**config.mk**
```make
export PLATFORM = sky130hd
export DESIGN_NAME = dual_dac_register_control
export DESIGN_NICKNAME = d
export VERILOG_FILES = /design/src/design/dac_ctrl_pkg.sv /design/src/design/dual_dac_register_control.sv
export SDC_FILE = /design/constraint.sdc
export NUM_CORES = 1
export LEC_CHECK = 0
export ABC_AREA = 0
export BUFFER_PORTS_ARGS = -buffer_cell sky130_fd_sc_hd__clkbuf_2
export CAP_MARGIN = 15
export CELL_PAD_IN_SITES_DETAIL_PLACEMENT = 2
export CELL_PAD_IN_SITES_GLOBAL_PLACEMENT = 2
export CORE_MARGIN = 2
export CORE_UTILIZATION = 34
export DETAILED_ROUTE_END_ITERATION = 8
export PLACE_DENSITY_LB_ADDON = 0.2
export SYNTH_ARGS = -nofsm -noshare
export SYNTH_HDL_FRONTEND = slang
export SYNTH_SLANG_ARGS = --single-unit
export TNS_END_PERCENT = 10
```
**constraint.sdc**
```tcl
create_clock -name aclk -period 3.2 [get_ports aclk]
set_input_delay 0.16 -clock aclk [delete_from_list [all_inputs] [get_ports aclk]]
set_output_delay 0.16 -clock aclk [all_outputs]
set_load 0.02 [all_outputs]
```
**src/design/dac_ctrl_pkg.sv**
```systemverilog
// package: register map, field positions, reset values, bus answers and the channel output type for the dual converter control
//
// Functional notes
// - control bit 7 picks 8-bit mode (1) or 12-bit mode (0) for both channels
// - in 8-bit mode one write to the low data register gives the whole code
// - control bit 6: channel 1 range, 1 zero-to-supply, 0 zero-to-reference
// - control bit 5: channel 0 range, same encoding as channel 1
// - bits 4 and 3 low force channel 1 and 0 codes to zero
// - with sync bit 2 high, writing a low data register updates that channel at once
// - with sync bit low writes are held; setting it moves both codes together
// - bits 1 and 0 power channel 1 and channel 0 on when high
// - after reset both channels are off with outputs high-impedance
// - 12-bit code right-justified: low register bits 7:0, high nibble bits 11:8
// - buffer bypass routes output around the buffer, only on the reference range
// - configuration bit 5 high bypasses the output buffer, low enables it
package dac_ctrl_pkg;
	// register byte addresses (printed offsets are register indices)
	localparam logic [7:0] IDX_CODE0_LOW = 8'hF9;
	localparam logic [7:0] IDX_CODE0_HIGH = 8'hFA;
	localparam logic [7:0] IDX_CODE1_LOW = 8'hFB;
	localparam logic [7:0] IDX_CODE1_HIGH = 8'hFC;
	localparam logic [7:0] IDX_CONTROL = 8'hFD;
	localparam logic [7:0] IDX_CHIP_CONFIG = 8'hFE;
	localparam int ADDR_W = 12;
	localparam logic [11:0] ADDR_CODE0_LOW = {2'h0, IDX_CODE0_LOW, 2'h0};
	localparam logic [11:0] ADDR_CODE0_HIGH = {2'h0, IDX_CODE0_HIGH, 2'h0};
	localparam logic [11:0] ADDR_CODE1_LOW = {2'h0, IDX_CODE1_LOW, 2'h0};
	localparam logic [11:0] ADDR_CODE1_HIGH = {2'h0, IDX_CODE1_HIGH, 2'h0};
	localparam logic [11:0] ADDR_CONTROL = {2'h0, IDX_CONTROL, 2'h0};
	localparam logic [11:0] ADDR_CHIP_CONFIG = {2'h0, IDX_CHIP_CONFIG, 2'h0};
	// control and configuration field positions
	localparam int BIT_MODE8 = 7;
	localparam int BIT_RANGE1 = 6;
	localparam int BIT_RANGE0 = 5;
	localparam int BIT_FZ1_N = 4;
	localparam int BIT_FZ0_N = 3;
	localparam int BIT_SYNC = 2;
	localparam int BIT_PWR1 = 1;
	localparam int BIT_PWR0 = 0;
	localparam int BIT_BYPASS = 5;
	// reset values
	localparam logic [7:0] RST_CODE = 8'h00;
	localparam logic [7:0] RST_CONTROL = 8'h04;
	localparam logic [7:0] RST_CHIP_CONFIG = 8'h00;
	// bus answers
	localparam logic [1:0] RESP_OKAY = 2'h0;
	localparam logic [1:0] RESP_SLVERR = 2'h2;

	// state of one converter channel as seen by the analog core
	typedef struct packed {
		logic [11:0] code;
		logic range_supply;
		logic enable;
		logic buffer_bypass;
	} chan_out_t;
endpackage

```
**src/design/dual_dac_register_control.sv**
```systemverilog
// module: AXI4-Lite register slave and code latching for two 12-bit converters
`timescale 1ns/1ps
module dual_dac_register_control (
	input wire logic aclk,
	input wire logic aresetn,
	input wire logic [11:0] s_axi_awaddr,
	input wire logic [2:0] s_axi_awprot,
	input wire logic s_axi_awvalid,
	output logic s_axi_awready,
	input wire logic [31:0] s_axi_wdata,
	input wire logic [3:0] s_axi_wstrb,
	input wire logic s_axi_wvalid,
	output logic s_axi_wready,
	output logic [1:0] s_axi_bresp,
	output logic s_axi_bvalid,
	input wire logic s_axi_bready,
	input wire logic [11:0] s_axi_araddr,
	input wire logic [2:0] s_axi_arprot,
	input wire logic s_axi_arvalid,
	output logic s_axi_arready,
	output logic [31:0] s_axi_rdata,
	output logic [1:0] s_axi_rresp,
	output logic s_axi_rvalid,
	input wire logic s_axi_rready,
	output dac_ctrl_pkg::chan_out_t chan0,
	output dac_ctrl_pkg::chan_out_t chan1
);
	logic [7:0] code0_low_r;
	logic [7:0] code0_high_r;
	logic [7:0] code1_low_r;
	logic [7:0] code1_high_r;
	logic [7:0] control_r;
	logic [7:0] config_r;
	logic [11:0] live0_r;
	logic [11:0] live1_r;
	logic [11:0] aw_addr_r;
	logic aw_held_r;
	logic [31:0] w_data_r;
	logic w_strb0_r;
	logic w_held_r;
	logic do_write;
	logic do_read;

	// true when an address names one of the mapped registers
	function automatic logic is_mapped(input logic [11:0] a);
		return a == dac_ctrl_pkg::ADDR_CODE0_LOW || a == dac_ctrl_pkg::ADDR_CODE0_HIGH ||
			a == dac_ctrl_pkg::ADDR_CODE1_LOW || a == dac_ctrl_pkg::ADDR_CODE1_HIGH ||
			a == dac_ctrl_pkg::ADDR_CONTROL || a == dac_ctrl_pkg::ADDR_CHIP_CONFIG;
	endfunction

	// compose the 12-bit code of a channel from its data registers
	function automatic logic [11:0] code_of(input logic mode8, input logic [7:0] lo,
		input logic [7:0] hi);
		if (mode8) begin
			return {4'h0, lo};
		end
		return {hi[3:0], lo};
	endfunction

	// address and data are taken in either order, once each, until the response goes
	assign s_axi_awready = !aw_held_r && !s_axi_bvalid;
	assign s_axi_wready = !w_held_r && !s_axi_bvalid;
	assign do_write = aw_held_r && w_held_r && !s_axi_bvalid;
	assign s_axi_arready = !s_axi_rvalid;
	assign do_read = s_axi_arvalid && s_axi_arready;

	// capture of the write address channel
	always_ff @(posedge aclk) begin
		if (!aresetn) begin
			aw_held_r <= 1'b0;
			aw_addr_r <= 12'h000;
		end else if (s_axi_awvalid && s_axi_awready) begin
			aw_held_r <= 1'b1;
			aw_addr_r <= s_axi_awaddr;
		end else if (do_write) begin
			aw_held_r <= 1'b0;
		end
	end

	// capture of the write data channel
	always_ff @(posedge aclk) begin
		if (!aresetn) begin
			w_held_r <= 1'b0;
			w_data_r <= 32'h0000_0000;
			w_strb0_r <= 1'b0;
		end else if (s_axi_wvalid && s_axi_wready) begin
			w_held_r <= 1'b1;
			w_data_r <= s_axi_wdata;
			w_strb0_r <= s_axi_wstrb[0];
		end else if (do_write) begin
			w_held_r <= 1'b0;
		end
	end

	// write response, error for unmapped addresses
	always_ff @(posedge aclk) begin
		if (!aresetn) begin
			s_axi_bvalid <= 1'b0;
			s_axi_bresp <= dac_ctrl_pkg::RESP_OKAY;
		end else if (do_write) begin
			s_axi_bvalid <= 1'b1;
			s_axi_bresp <= is_mapped(aw_addr_r) ? dac_ctrl_pkg::RESP_OKAY
				: dac_ctrl_pkg::RESP_SLVERR;
		end else if (s_axi_bready) begin
			s_axi_bvalid <= 1'b0;
		end
	end

	// register storage; only byte lane 0 carries data, clear and power-down keep codes
	always_ff @(posedge aclk) begin
		if (!aresetn) begin
			code0_low_r <= dac_ctrl_pkg::RST_CODE;
			code0_high_r <= dac_ctrl_pkg::RST_CODE;
			code1_low_r <= dac_ctrl_pkg::RST_CODE;
			code1_high_r <= dac_ctrl_pkg::RST_CODE;
			control_r <= dac_ctrl_pkg::RST_CONTROL;
			config_r <= dac_ctrl_pkg::RST_CHIP_CONFIG;
		end else if (do_write && w_strb0_r) begin
			case (aw_addr_r)
				dac_ctrl_pkg::ADDR_CODE0_LOW: code0_low_r <= w_data_r[7:0];
				dac_ctrl_pkg::ADDR_CODE0_HIGH: code0_high_r <= w_data_r[7:0];
				dac_ctrl_pkg::ADDR_CODE1_LOW: code1_low_r <= w_data_r[7:0];
				dac_ctrl_pkg::ADDR_CODE1_HIGH: code1_high_r <= w_data_r[7:0];
				dac_ctrl_pkg::ADDR_CONTROL: control_r <= w_data_r[7:0];
				dac_ctrl_pkg::ADDR_CHIP_CONFIG: config_r <= w_data_r[7:0];
				default: config_r <= config_r;
			endcase
		end
	end

	// latched codes that drive the converters
	always_ff @(posedge aclk) begin
		logic mode8;
		logic sync_now;
		logic sync_rise;
		mode8 = w_data_r[dac_ctrl_pkg::BIT_MODE8];
		sync_now = control_r[dac_ctrl_pkg::BIT_SYNC];
		sync_rise = 1'b0;
		if (!aresetn) begin
			live0_r <= 12'h000;
			live1_r <= 12'h000;
		end else if (do_write && w_strb0_r) begin
			mode8 = control_r[dac_ctrl_pkg::BIT_MODE8];
			if (aw_addr_r == dac_ctrl_pkg::ADDR_CONTROL) begin
				mode8 = w_data_r[dac_ctrl_pkg::BIT_MODE8];
				sync_rise = !sync_now && w_data_r[dac_ctrl_pkg::BIT_SYNC];
			end
			if (sync_rise) begin
				live0_r <= code_of(mode8, code0_low_r, code0_high_r);
				live1_r <= code_of(mode8, code1_low_r, code1_high_r);
			end else if (sync_now && aw_addr_r == dac_ctrl_pkg::ADDR_CODE0_LOW) begin
				live0_r <= code_of(mode8, w_data_r[7:0], code0_high_r);
			end else if (sync_now && aw_addr_r == dac_ctrl_pkg::ADDR_CODE1_LOW) begin
				live1_r <= code_of(mode8, w_data_r[7:0], code1_high_r);
			end
		end
	end

	// read channel; unmapped reads return zero with an error
	always_ff @(posedge aclk) begin
		if (!aresetn) begin
			s_axi_rvalid <= 1'b0;
			s_axi_rdata <= 32'h0000_0000;
			s_axi_rresp <= dac_ctrl_pkg::RESP_OKAY;
		end else if (do_read) begin
			s_axi_rvalid <= 1'b1;
			s_axi_rresp <= is_mapped(s_axi_araddr) ? dac_ctrl_pkg::RESP_OKAY
				: dac_ctrl_pkg::RESP_SLVERR;
			case (s_axi_araddr)
				dac_ctrl_pkg::ADDR_CODE0_LOW: s_axi_rdata <= {24'h000000, code0_low_r};
				dac_ctrl_pkg::ADDR_CODE0_HIGH: s_axi_rdata <= {24'h000000, code0_high_r};
				dac_ctrl_pkg::ADDR_CODE1_LOW: s_axi_rdata <= {24'h000000, code1_low_r};
				dac_ctrl_pkg::ADDR_CODE1_HIGH: s_axi_rdata <= {24'h000000, code1_high_r};
				dac_ctrl_pkg::ADDR_CONTROL: s_axi_rdata <= {24'h000000, control_r};
				dac_ctrl_pkg::ADDR_CHIP_CONFIG: s_axi_rdata <= {24'h000000, config_r};
				default: s_axi_rdata <= 32'h0000_0000;
			endcase
		end else if (s_axi_rready) begin
			s_axi_rvalid <= 1'b0;
		end
	end

	// outputs to the analog cores; force-zero masks code only, stored value survives
	always_ff @(posedge aclk) begin
		if (!aresetn) begin
			chan0 <= '0;
			chan1 <= '0;
		end else begin
			chan0.code <= control_r[dac_ctrl_pkg::BIT_FZ0_N] ? live0_r : 12'h000;
			chan1.code <= control_r[dac_ctrl_pkg::BIT_FZ1_N] ? live1_r : 12'h000;
			chan0.range_supply <= control_r[dac_ctrl_pkg::BIT_RANGE0];
			chan1.range_supply <= control_r[dac_ctrl_pkg::BIT_RANGE1];
			chan0.enable <= control_r[dac_ctrl_pkg::BIT_PWR0];
			chan1.enable <= control_r[dac_ctrl_pkg::BIT_PWR1];
			// bypass is honoured only on the reference range
			chan0.buffer_bypass <= config_r[dac_ctrl_pkg::BIT_BYPASS] &&
				!control_r[dac_ctrl_pkg::BIT_RANGE0];
			chan1.buffer_bypass <= config_r[dac_ctrl_pkg::BIT_BYPASS] &&
				!control_r[dac_ctrl_pkg::BIT_RANGE1];
		end
	end
endmodule

```
==> results.md, run 1 <==
- Final hold violation count: 0
- Post-synth top flop: dfxtp_1
- Final WL: 17.7 mm
- Die Y: 135 microns
- Share of post-route cells with drive strength above 1: 0.206
- Worst-Margin Slew: 1.13 ns
- Worst VDD drop: 0.000366 V
- CP arrival: 2.57 ns
- GPL Wtd Cong: 0.778
- Leak: 2.82 nW
- Most common cell after layout, fill and taps aside: nand2_1
- Total GRT Usage: 0.204
- Crit share post-route: 0.699
- Critical Path RT: 3.53 ns
- Die area: 18100 sq um
- Post-synth EDFFs: 0
- Number of H-tree levels: 4
- #FFs+latches synth: 137
- Type of the worst min-delay path: in -> reg
- Cts repair resizes: 0
- Dpl hpwl: 12.1 mm
- Worst-path clk slew: 0.06 ns
- Initial core utilization: 0.349
- Clock root cell: clkbuf_16
- Max Clk Rate: 447 MHz
- FILL cells: 1839
- I/O Buffers: 84
- Worst skew pair latency: 0.43 ns
- FFs w/ async S/R, synth: 0
- Area growth, synth to finish: 21.2%
- TritonCTS Sinks: 137
- Clk_skew: 0.00593 ns
- Setup crit end kind: flop
- Drt wl/cell: 18.2 microns
- Top-level I/O count: 144
- Fin. max-slew vios: 0
- Ys Warns: 0
- Crit Path Category: reg -> reg
- Run status: completed
- Slew HR: 0.245
- DRC: 0
- Diode count: 0
- # setup viols final: 0
- Max-cap viol count: 0
- Final ANT Viol Nets: 0
- Mapped Cells: 664
- Power Dens Cells: 579 nW/um^2
- Synth unique cells: 48
- Most frequent cells in the layout: 163 x nand2_1, 137 x dfxtp_1, 83 x clkbuf_2
- Reg area: 2740 sq um
- Initial antenna violation count: 0
- Nets: 812
- Worst Path Max Fanout: 8
- CP max stage delay: 0.70 ns
- TritonCTS Buffers: 17
- CP cell instances: and3b_1, nand4_1, nor2_1, nand2_1, a21boi_0
- Post-synthesis sequential area ratio: 0.472
- Vias per cell: 5.00
- Minimum clock period: 2.24 ns
- Via count: 4858
- DRT Pass-1 Iters: 4
- RSZ-0062 raised after global routing: false
- GRT Residual Overflow: 0
- Post-Syn Area: 5810 sq um
- Mapped Avg Cell Area: 8.75 sq um
- Initial DRC count: 217
- Rows: 47
- Die Span X: 135 microns
- Critical Path Start Type: flop
- Fin util: 0.423
- Largest net degree at the start of global routing: 128
- TNS Setup: 0 ns
- First-pass GRT wire length: 28.3 mm
- Vias in the first global route: 5270
- Clk buf depth: 2
- Core area: 16600 sq um
- Multi-input gate area: 2750 sq um
- CTS tree: yes
- Slowest-stage cell, CP: nor2_1
[logic make-up (layout without fill, tap and decap cells)]
group | Yosys count | count (layout) | share of synthesized area
buf+inv | 79 | 142 | 0.0709
mux | 33 | 33 | 0.0592
compound gates | 138 | 138 | 0.165
simple gates | 276 | 276 | 0.232
other cells | 1 | 26 | 0.000646
flops | 137 | 137 | 0.472
[path summary, 6_finish.rpt]
| kind | startpoint | to | slack, ns | cells after the start |
|---|---|---|---|---|
| hold reg to reg | live0_r[2] | live0_r[2] | 0.46 | 2 |
| setup reg to reg | s_axi_bvalid | config_r[6] | 0.96 | 5 |
| hold / removal | s_axi_awaddr[1] | aw_addr_r[1] | 0.001 | 3 |
| setup / recovery | s_axi_bvalid | config_r[6] | 0.96 | 5 |
[final cells by class]
type | count | area share
multi-input combinational | 473 | 0.390
sequential | 137 | 0.390
timing repair buffer | 106 | 0.0910
clock buffer | 22 | 0.0674
tap | 220 | 0.0391
clock inverter | 10 | 0.0201
inverter | 4 | 0.00213
[power breakdown]
group          switching (W)  internal [W]
clock               0.000755       0.00129
sequential         0.0000447       0.00174
combinational       0.000158     0.0000951
total               0.000957       0.00312
[cells in the mapped netlist (all sizes together) (5+ instances only)]
library cell / count / area (sq um)
nor2b: 13 / 81.3
o221a: 6 / 67.6
a21boi: 62 / 465
nand4: 10 / 68.8
and2: 7 / 43.8
a31oi: 14 / 87.6
buf: 37 / 254
and3: 26 / 163
a21oi: 9 / 45.0
dfxtp: 137 / 2740
or2: 5 / 31.3
clkbuf: 38 / 143
o22a: 5 / 43.8
nand3: 11 / 55.1
o21ai: 31 / 155
nor2: 20 / 87.6
mux2i: 22 / 220
nand2: 163 / 612
mux2: 11 / 124
[critical path, delay by kind of cell, from the launching register on]
family             cells  cell delay [ns]
and+or+nand+nor        4             1.54
DFF                    1             0.35
AOI/OAI and AO/OA      1             0.25
[flip-flops by register name, indices dropped and copies added (netlist names), 8 cells and up]
register and count:
code0_high_r 8, code1_high_r 8, chan0 15, live0_r 12, w_data_r 8, control_r 8, config_r 8, code1_low_r 8
code0_low_r 8, aw_addr_r 12, live1_r 12, s_axi_rdata 8, chan1 15
[metrics by stage]
stage          instance area, sq um  setup WS (ns)  instances  hold slack (ns)  total power, W
3_5_place_dp                   6210           1.03        919            0.405         0.00205
4_1_cts                        7040          0.923        972          0.00102         0.00411
6_report                       7040          0.964        972          0.00147         0.00408
5_1_grt                        7040          0.766        972           0.0104         0.00422
2_1_floorplan                  5900           1.51        689            0.298         0.00199
3_3_place_gp                   6210           1.14        919            0.392         0.00203
[repair_timing]
| item | in CTS | in global routing |
|---|---|---|
| buffers inserted | 0 | 0 |
| hold endpoints to repair | 20 | 0 |
| hold buffers | 21 | 0 |
[per-layer routing]
metal / wire (microns) / vias to the layer above / global-route usage
met2: 8920 / 92 / 0.359
li1: - / 2356 / -
met5: 0 / - / 0
met3: 509 / 20 / 0.0372
met4: 278 / 0 / 0.0684
met1: 8000 / 2390 / 0.250
(Power assumes the default switching activity.)
==> inputs of run 2 (changes only) <==
- CORE_UTILIZATION: 34 -> 28
- clock period: 3.2 -> 1.9 ns (I/O delays scaled with it)
==> run 2 against run 1 <==
Compared with the run above: final cell count grew 8.1%; highest routed layer unchanged; clock power grew 64%; critical path depth is the same; critical path type unchanged; global-route usage shrank 3.3 points; final area grew 4.7%; sequential power grew 68%; power grew 67%; sequential share of layout area shrank 1.7 points.
==> results.md, run 2 (synthesized netlist as in run 1, its figures left out) <==
- R2R Setup Slk: 0.11 ns (was 0.96 ns)
- Largest net degree at the start of global routing: 85 (was 128)
- CTS tree: yes (unchanged)
- Clock root cell: clkbuf_16 (unchanged)
- Worst flop-to-flop path endpoint: live1_r[9] (was config_r[6])
- CP cell instances: nor3b_2, nand4b_4, mux2i_2, and2_1, a31o_2 (was and3b_1, nand4_1, nor2_1, nand2_1, a21boi_0)
- Leak: 2.95 nW (was 2.82 nW)
- Top flop regs: chan0 x15, chan1 x15 (unchanged)
- Worst skew pair latency: 0.43 ns (about the same)
- TritonCTS Buffers: 17 (unchanged)
- Vias in the first global route: 5434 (was 5270)
- Worst-Margin Slew: 0.753 ns (was 1.13 ns)
- Setup crit end kind: flop (unchanged)
- GPL Wtd Cong: 0.763 (was 0.778)
- Worst hold margin: 0.183 ns (was 0.00147 ns)
- Diode count: 0 (unchanged)
- CP max stage delay: 0.44 ns (was 0.70 ns)
- Max Clk Rate: 558 MHz (was 447 MHz)
- Most frequent cells in the layout: 163 x nand2_1, 136 x dfxtp_1, 83 x clkbuf_2 (was 163 x nand2_1, 137 x dfxtp_1, 83 x clkbuf_2)
- Internal: 0.00508 W (was 0.00312 W)
- Placed cells: 994 (was 919)
- RSZ-0062 raised after global routing: true (was false)
- Worst-path clk slew: 0.06 ns (about the same)
- Most common cell after layout, fill and taps aside: nand2_1 (unchanged)
- Cells on Worst Hold Path: 4 (was 3)
- I/O Buffers: 84 (unchanged)
- GRT Residual Overflow: 0 (unchanged)
- Rows: 52 (was 47)
- Number of H-tree levels: 4 (unchanged)
- Max-cap viol count: 0 (unchanged)
- CP arrival: 2.11 ns (was 2.57 ns)
- Crit path buffers/inverters: 0 (unchanged)
- Slowest-stage cell, CP: dfxtp_1 (was nor2_1)
- Post-Layout Cell Count: 1051 (was 972)
- Worst Path Max Fanout: 7 (was 8)
- DRT Pass-1 Iters: 4 (unchanged)
- Hold endpoint: w_data_r[1] (was aw_addr_r[1])
- Critical Path Start Type: flop (unchanged)
- Crit Path Category: reg -> reg (unchanged)
- Critical Path RT: 2.22 ns (was 3.53 ns)
- Clk_skew: 0.00663 ns (was 0.00593 ns)
- Type of the worst min-delay path: in -> reg (unchanged)
- Total GRT Usage: 0.171 (was 0.204)
- Vias per cell: 4.76 (was 5.00)
- Drt wl/cell: 17.5 microns (was 18.2 microns)
- Proportion of power drawn by combinational gates: 0.068 (was 0.062)
- Share of post-route cells with drive strength above 1: 0.238 (was 0.206)
- TNS Setup: 0 ns (unchanged)
- TritonCTS Sinks: 137 (unchanged)
- Reg2Reg Depth: 5 (unchanged)
- Minimum clock period: 1.79 ns (was 2.24 ns)
- Clk buf depth: 2 (unchanged)
- CP delay by family, top: simple AND/OR/NAND/NOR gates (unchanged)
- Fin. max-slew vios: 0 (unchanged)
- Via count: 5000 (was 4858)
- Run status: completed (unchanged)
- # setup viols final: 0 (unchanged)
- Initial core utilization: 0.286 (was 0.349)
- Nets: 841 (was 812)
- Sw Ratio: 0.252 (was 0.235)
- DRC: 0 (unchanged)
- First-pass GRT wire length: 28.9 mm (was 28.3 mm)
- Final ANT Viol Nets: 0 (unchanged)
- Slew HR: 0.498 (was 0.245)
- Initial DRC count: 208 (was 217)
- Critical R2R Launch: aw_addr_r[2] (was s_axi_bvalid)
- Post-Layout Inst Area: 7360 sq um (was 7040 sq um)
- Die Y: 148 microns (was 135 microns)
- Placed cell areas: 6510 sq um (was 6210 sq um)
- Worst Hold Launch: s_axi_wvalid (was s_axi_awaddr[1])
- Power Dens Cells: 922 nW/um^2 (was 579 nW/um^2)
- Part of the power in registers: 0.440 (was 0.437)
- Die Span X: 148 microns (was 135 microns)
- Final hold violation count: 0 (unchanged)
- Core area: 20300 sq um (was 16600 sq um)
- Fin util: 0.363 (was 0.423)
- Worst VDD drop: 0.000613 V (was 0.000366 V)
- Die area: 21900 sq um (was 18100 sq um)
- Initial antenna violation count: 0 (unchanged)
- Crit share post-route: 0.943 (was 0.699)
- Area growth, synth to finish: 26.8% (was 21.2%)
- Final WL: 18.4 mm (was 17.7 mm)
- Dpl hpwl: 13.2 mm (was 12.1 mm)
- Psw: 0.00171 W (was 0.000957 W)
- Clock power frac: 0.492 (was 0.501)
- Top-level I/O count: 144 (unchanged)
run 2: changes by cell type in the layout (fill, tap and decap cells not counted), sizes merged:
cell / previous run / this run
buf: 2 / 28
bufinv: 3 / 2
clkbuf: 105 / 102
clkinv: 4 / 5
clkinvlp: 2 / 4
dlygate4sd3: 21 / 24
inv: 5 / 6
run 2: repair_timing:
| action | CTS | global route |
|---|---|---|
| resized for setup | 0 | 6 |
| setup endpoints to repair | 0 | 36 |
| hold endpoints to repair | 23 | 0 |
| setup buffers | 0 | 1 |
| hold buffers | 24 | 0 |
run 2: tightest hold or removal path, stage by stage:
cell and delay, ns:
clkbuf_2 0.09, and2_1 0.22, nand2_1 0.09, a21boi_0 0.06
run 2: layer usage:
layer,share of wire,vias up,GRT usage
li1,-,2423,-
met1,0.45,2478,0.209
met2,0.51,85,0.305
met3,0.027,14,0.0370
met4,0.0093,0,0.0429
met5,0,-,0
run 2: power groups by stage:
stage          combinational (W)  sequential, W  clock, W
2_1_floorplan           0.000322        0.00303         0
3_3_place_gp            0.000404        0.00305         0
3_5_place_dp            0.000423        0.00305         0
4_1_cts                 0.000461        0.00299   0.00343
5_1_grt                 0.000506        0.00300   0.00356
6_report                0.000460        0.00299   0.00334
run 2: worst max path at each step:
| stage | slack [ns] | to | startpoint | depth (start not counted) |
|---|---|---|---|---|
| global placement | 0.14 | config_r[5] | aw_addr_r[10] | 5 |
| detailed placement | 0.08 | config_r[3] | aw_addr_r[10] | 5 |
| global route | -0.01 | live1_r[0] | aw_addr_r[11] | 6 |
| finish | 0.11 | live1_r[9] | aw_addr_r[2] | 5 |
| CTS | 0.03 | config_r[3] | aw_addr_r[0] | 5 |
| floorplan | 0.21 | code1_high_r[0] | s_axi_bvalid | 7 |
run 2: metrics by stage:
step | power [W] | setup slack (ns)
3_3_place_gp | 0.00345 | 0.142
3_5_place_dp | 0.00347 | 0.0756
4_1_cts | 0.00688 | 0.0288
2_1_floorplan | 0.00335 | 0.206
5_1_grt | 0.00706 | -0.0123
6_report | 0.00679 | 0.108
run 2: cell type report:
class | count | area, sq um
timing repair buffer | 135 | 916
tap | 270 | 338
sequential | 137 | 2740
clock inverter | 13 | 146
clock buffer | 19 | 443
multi-input combinational | 473 | 2760
fill | 2305 | 12900
inverter | 4 | 15.0
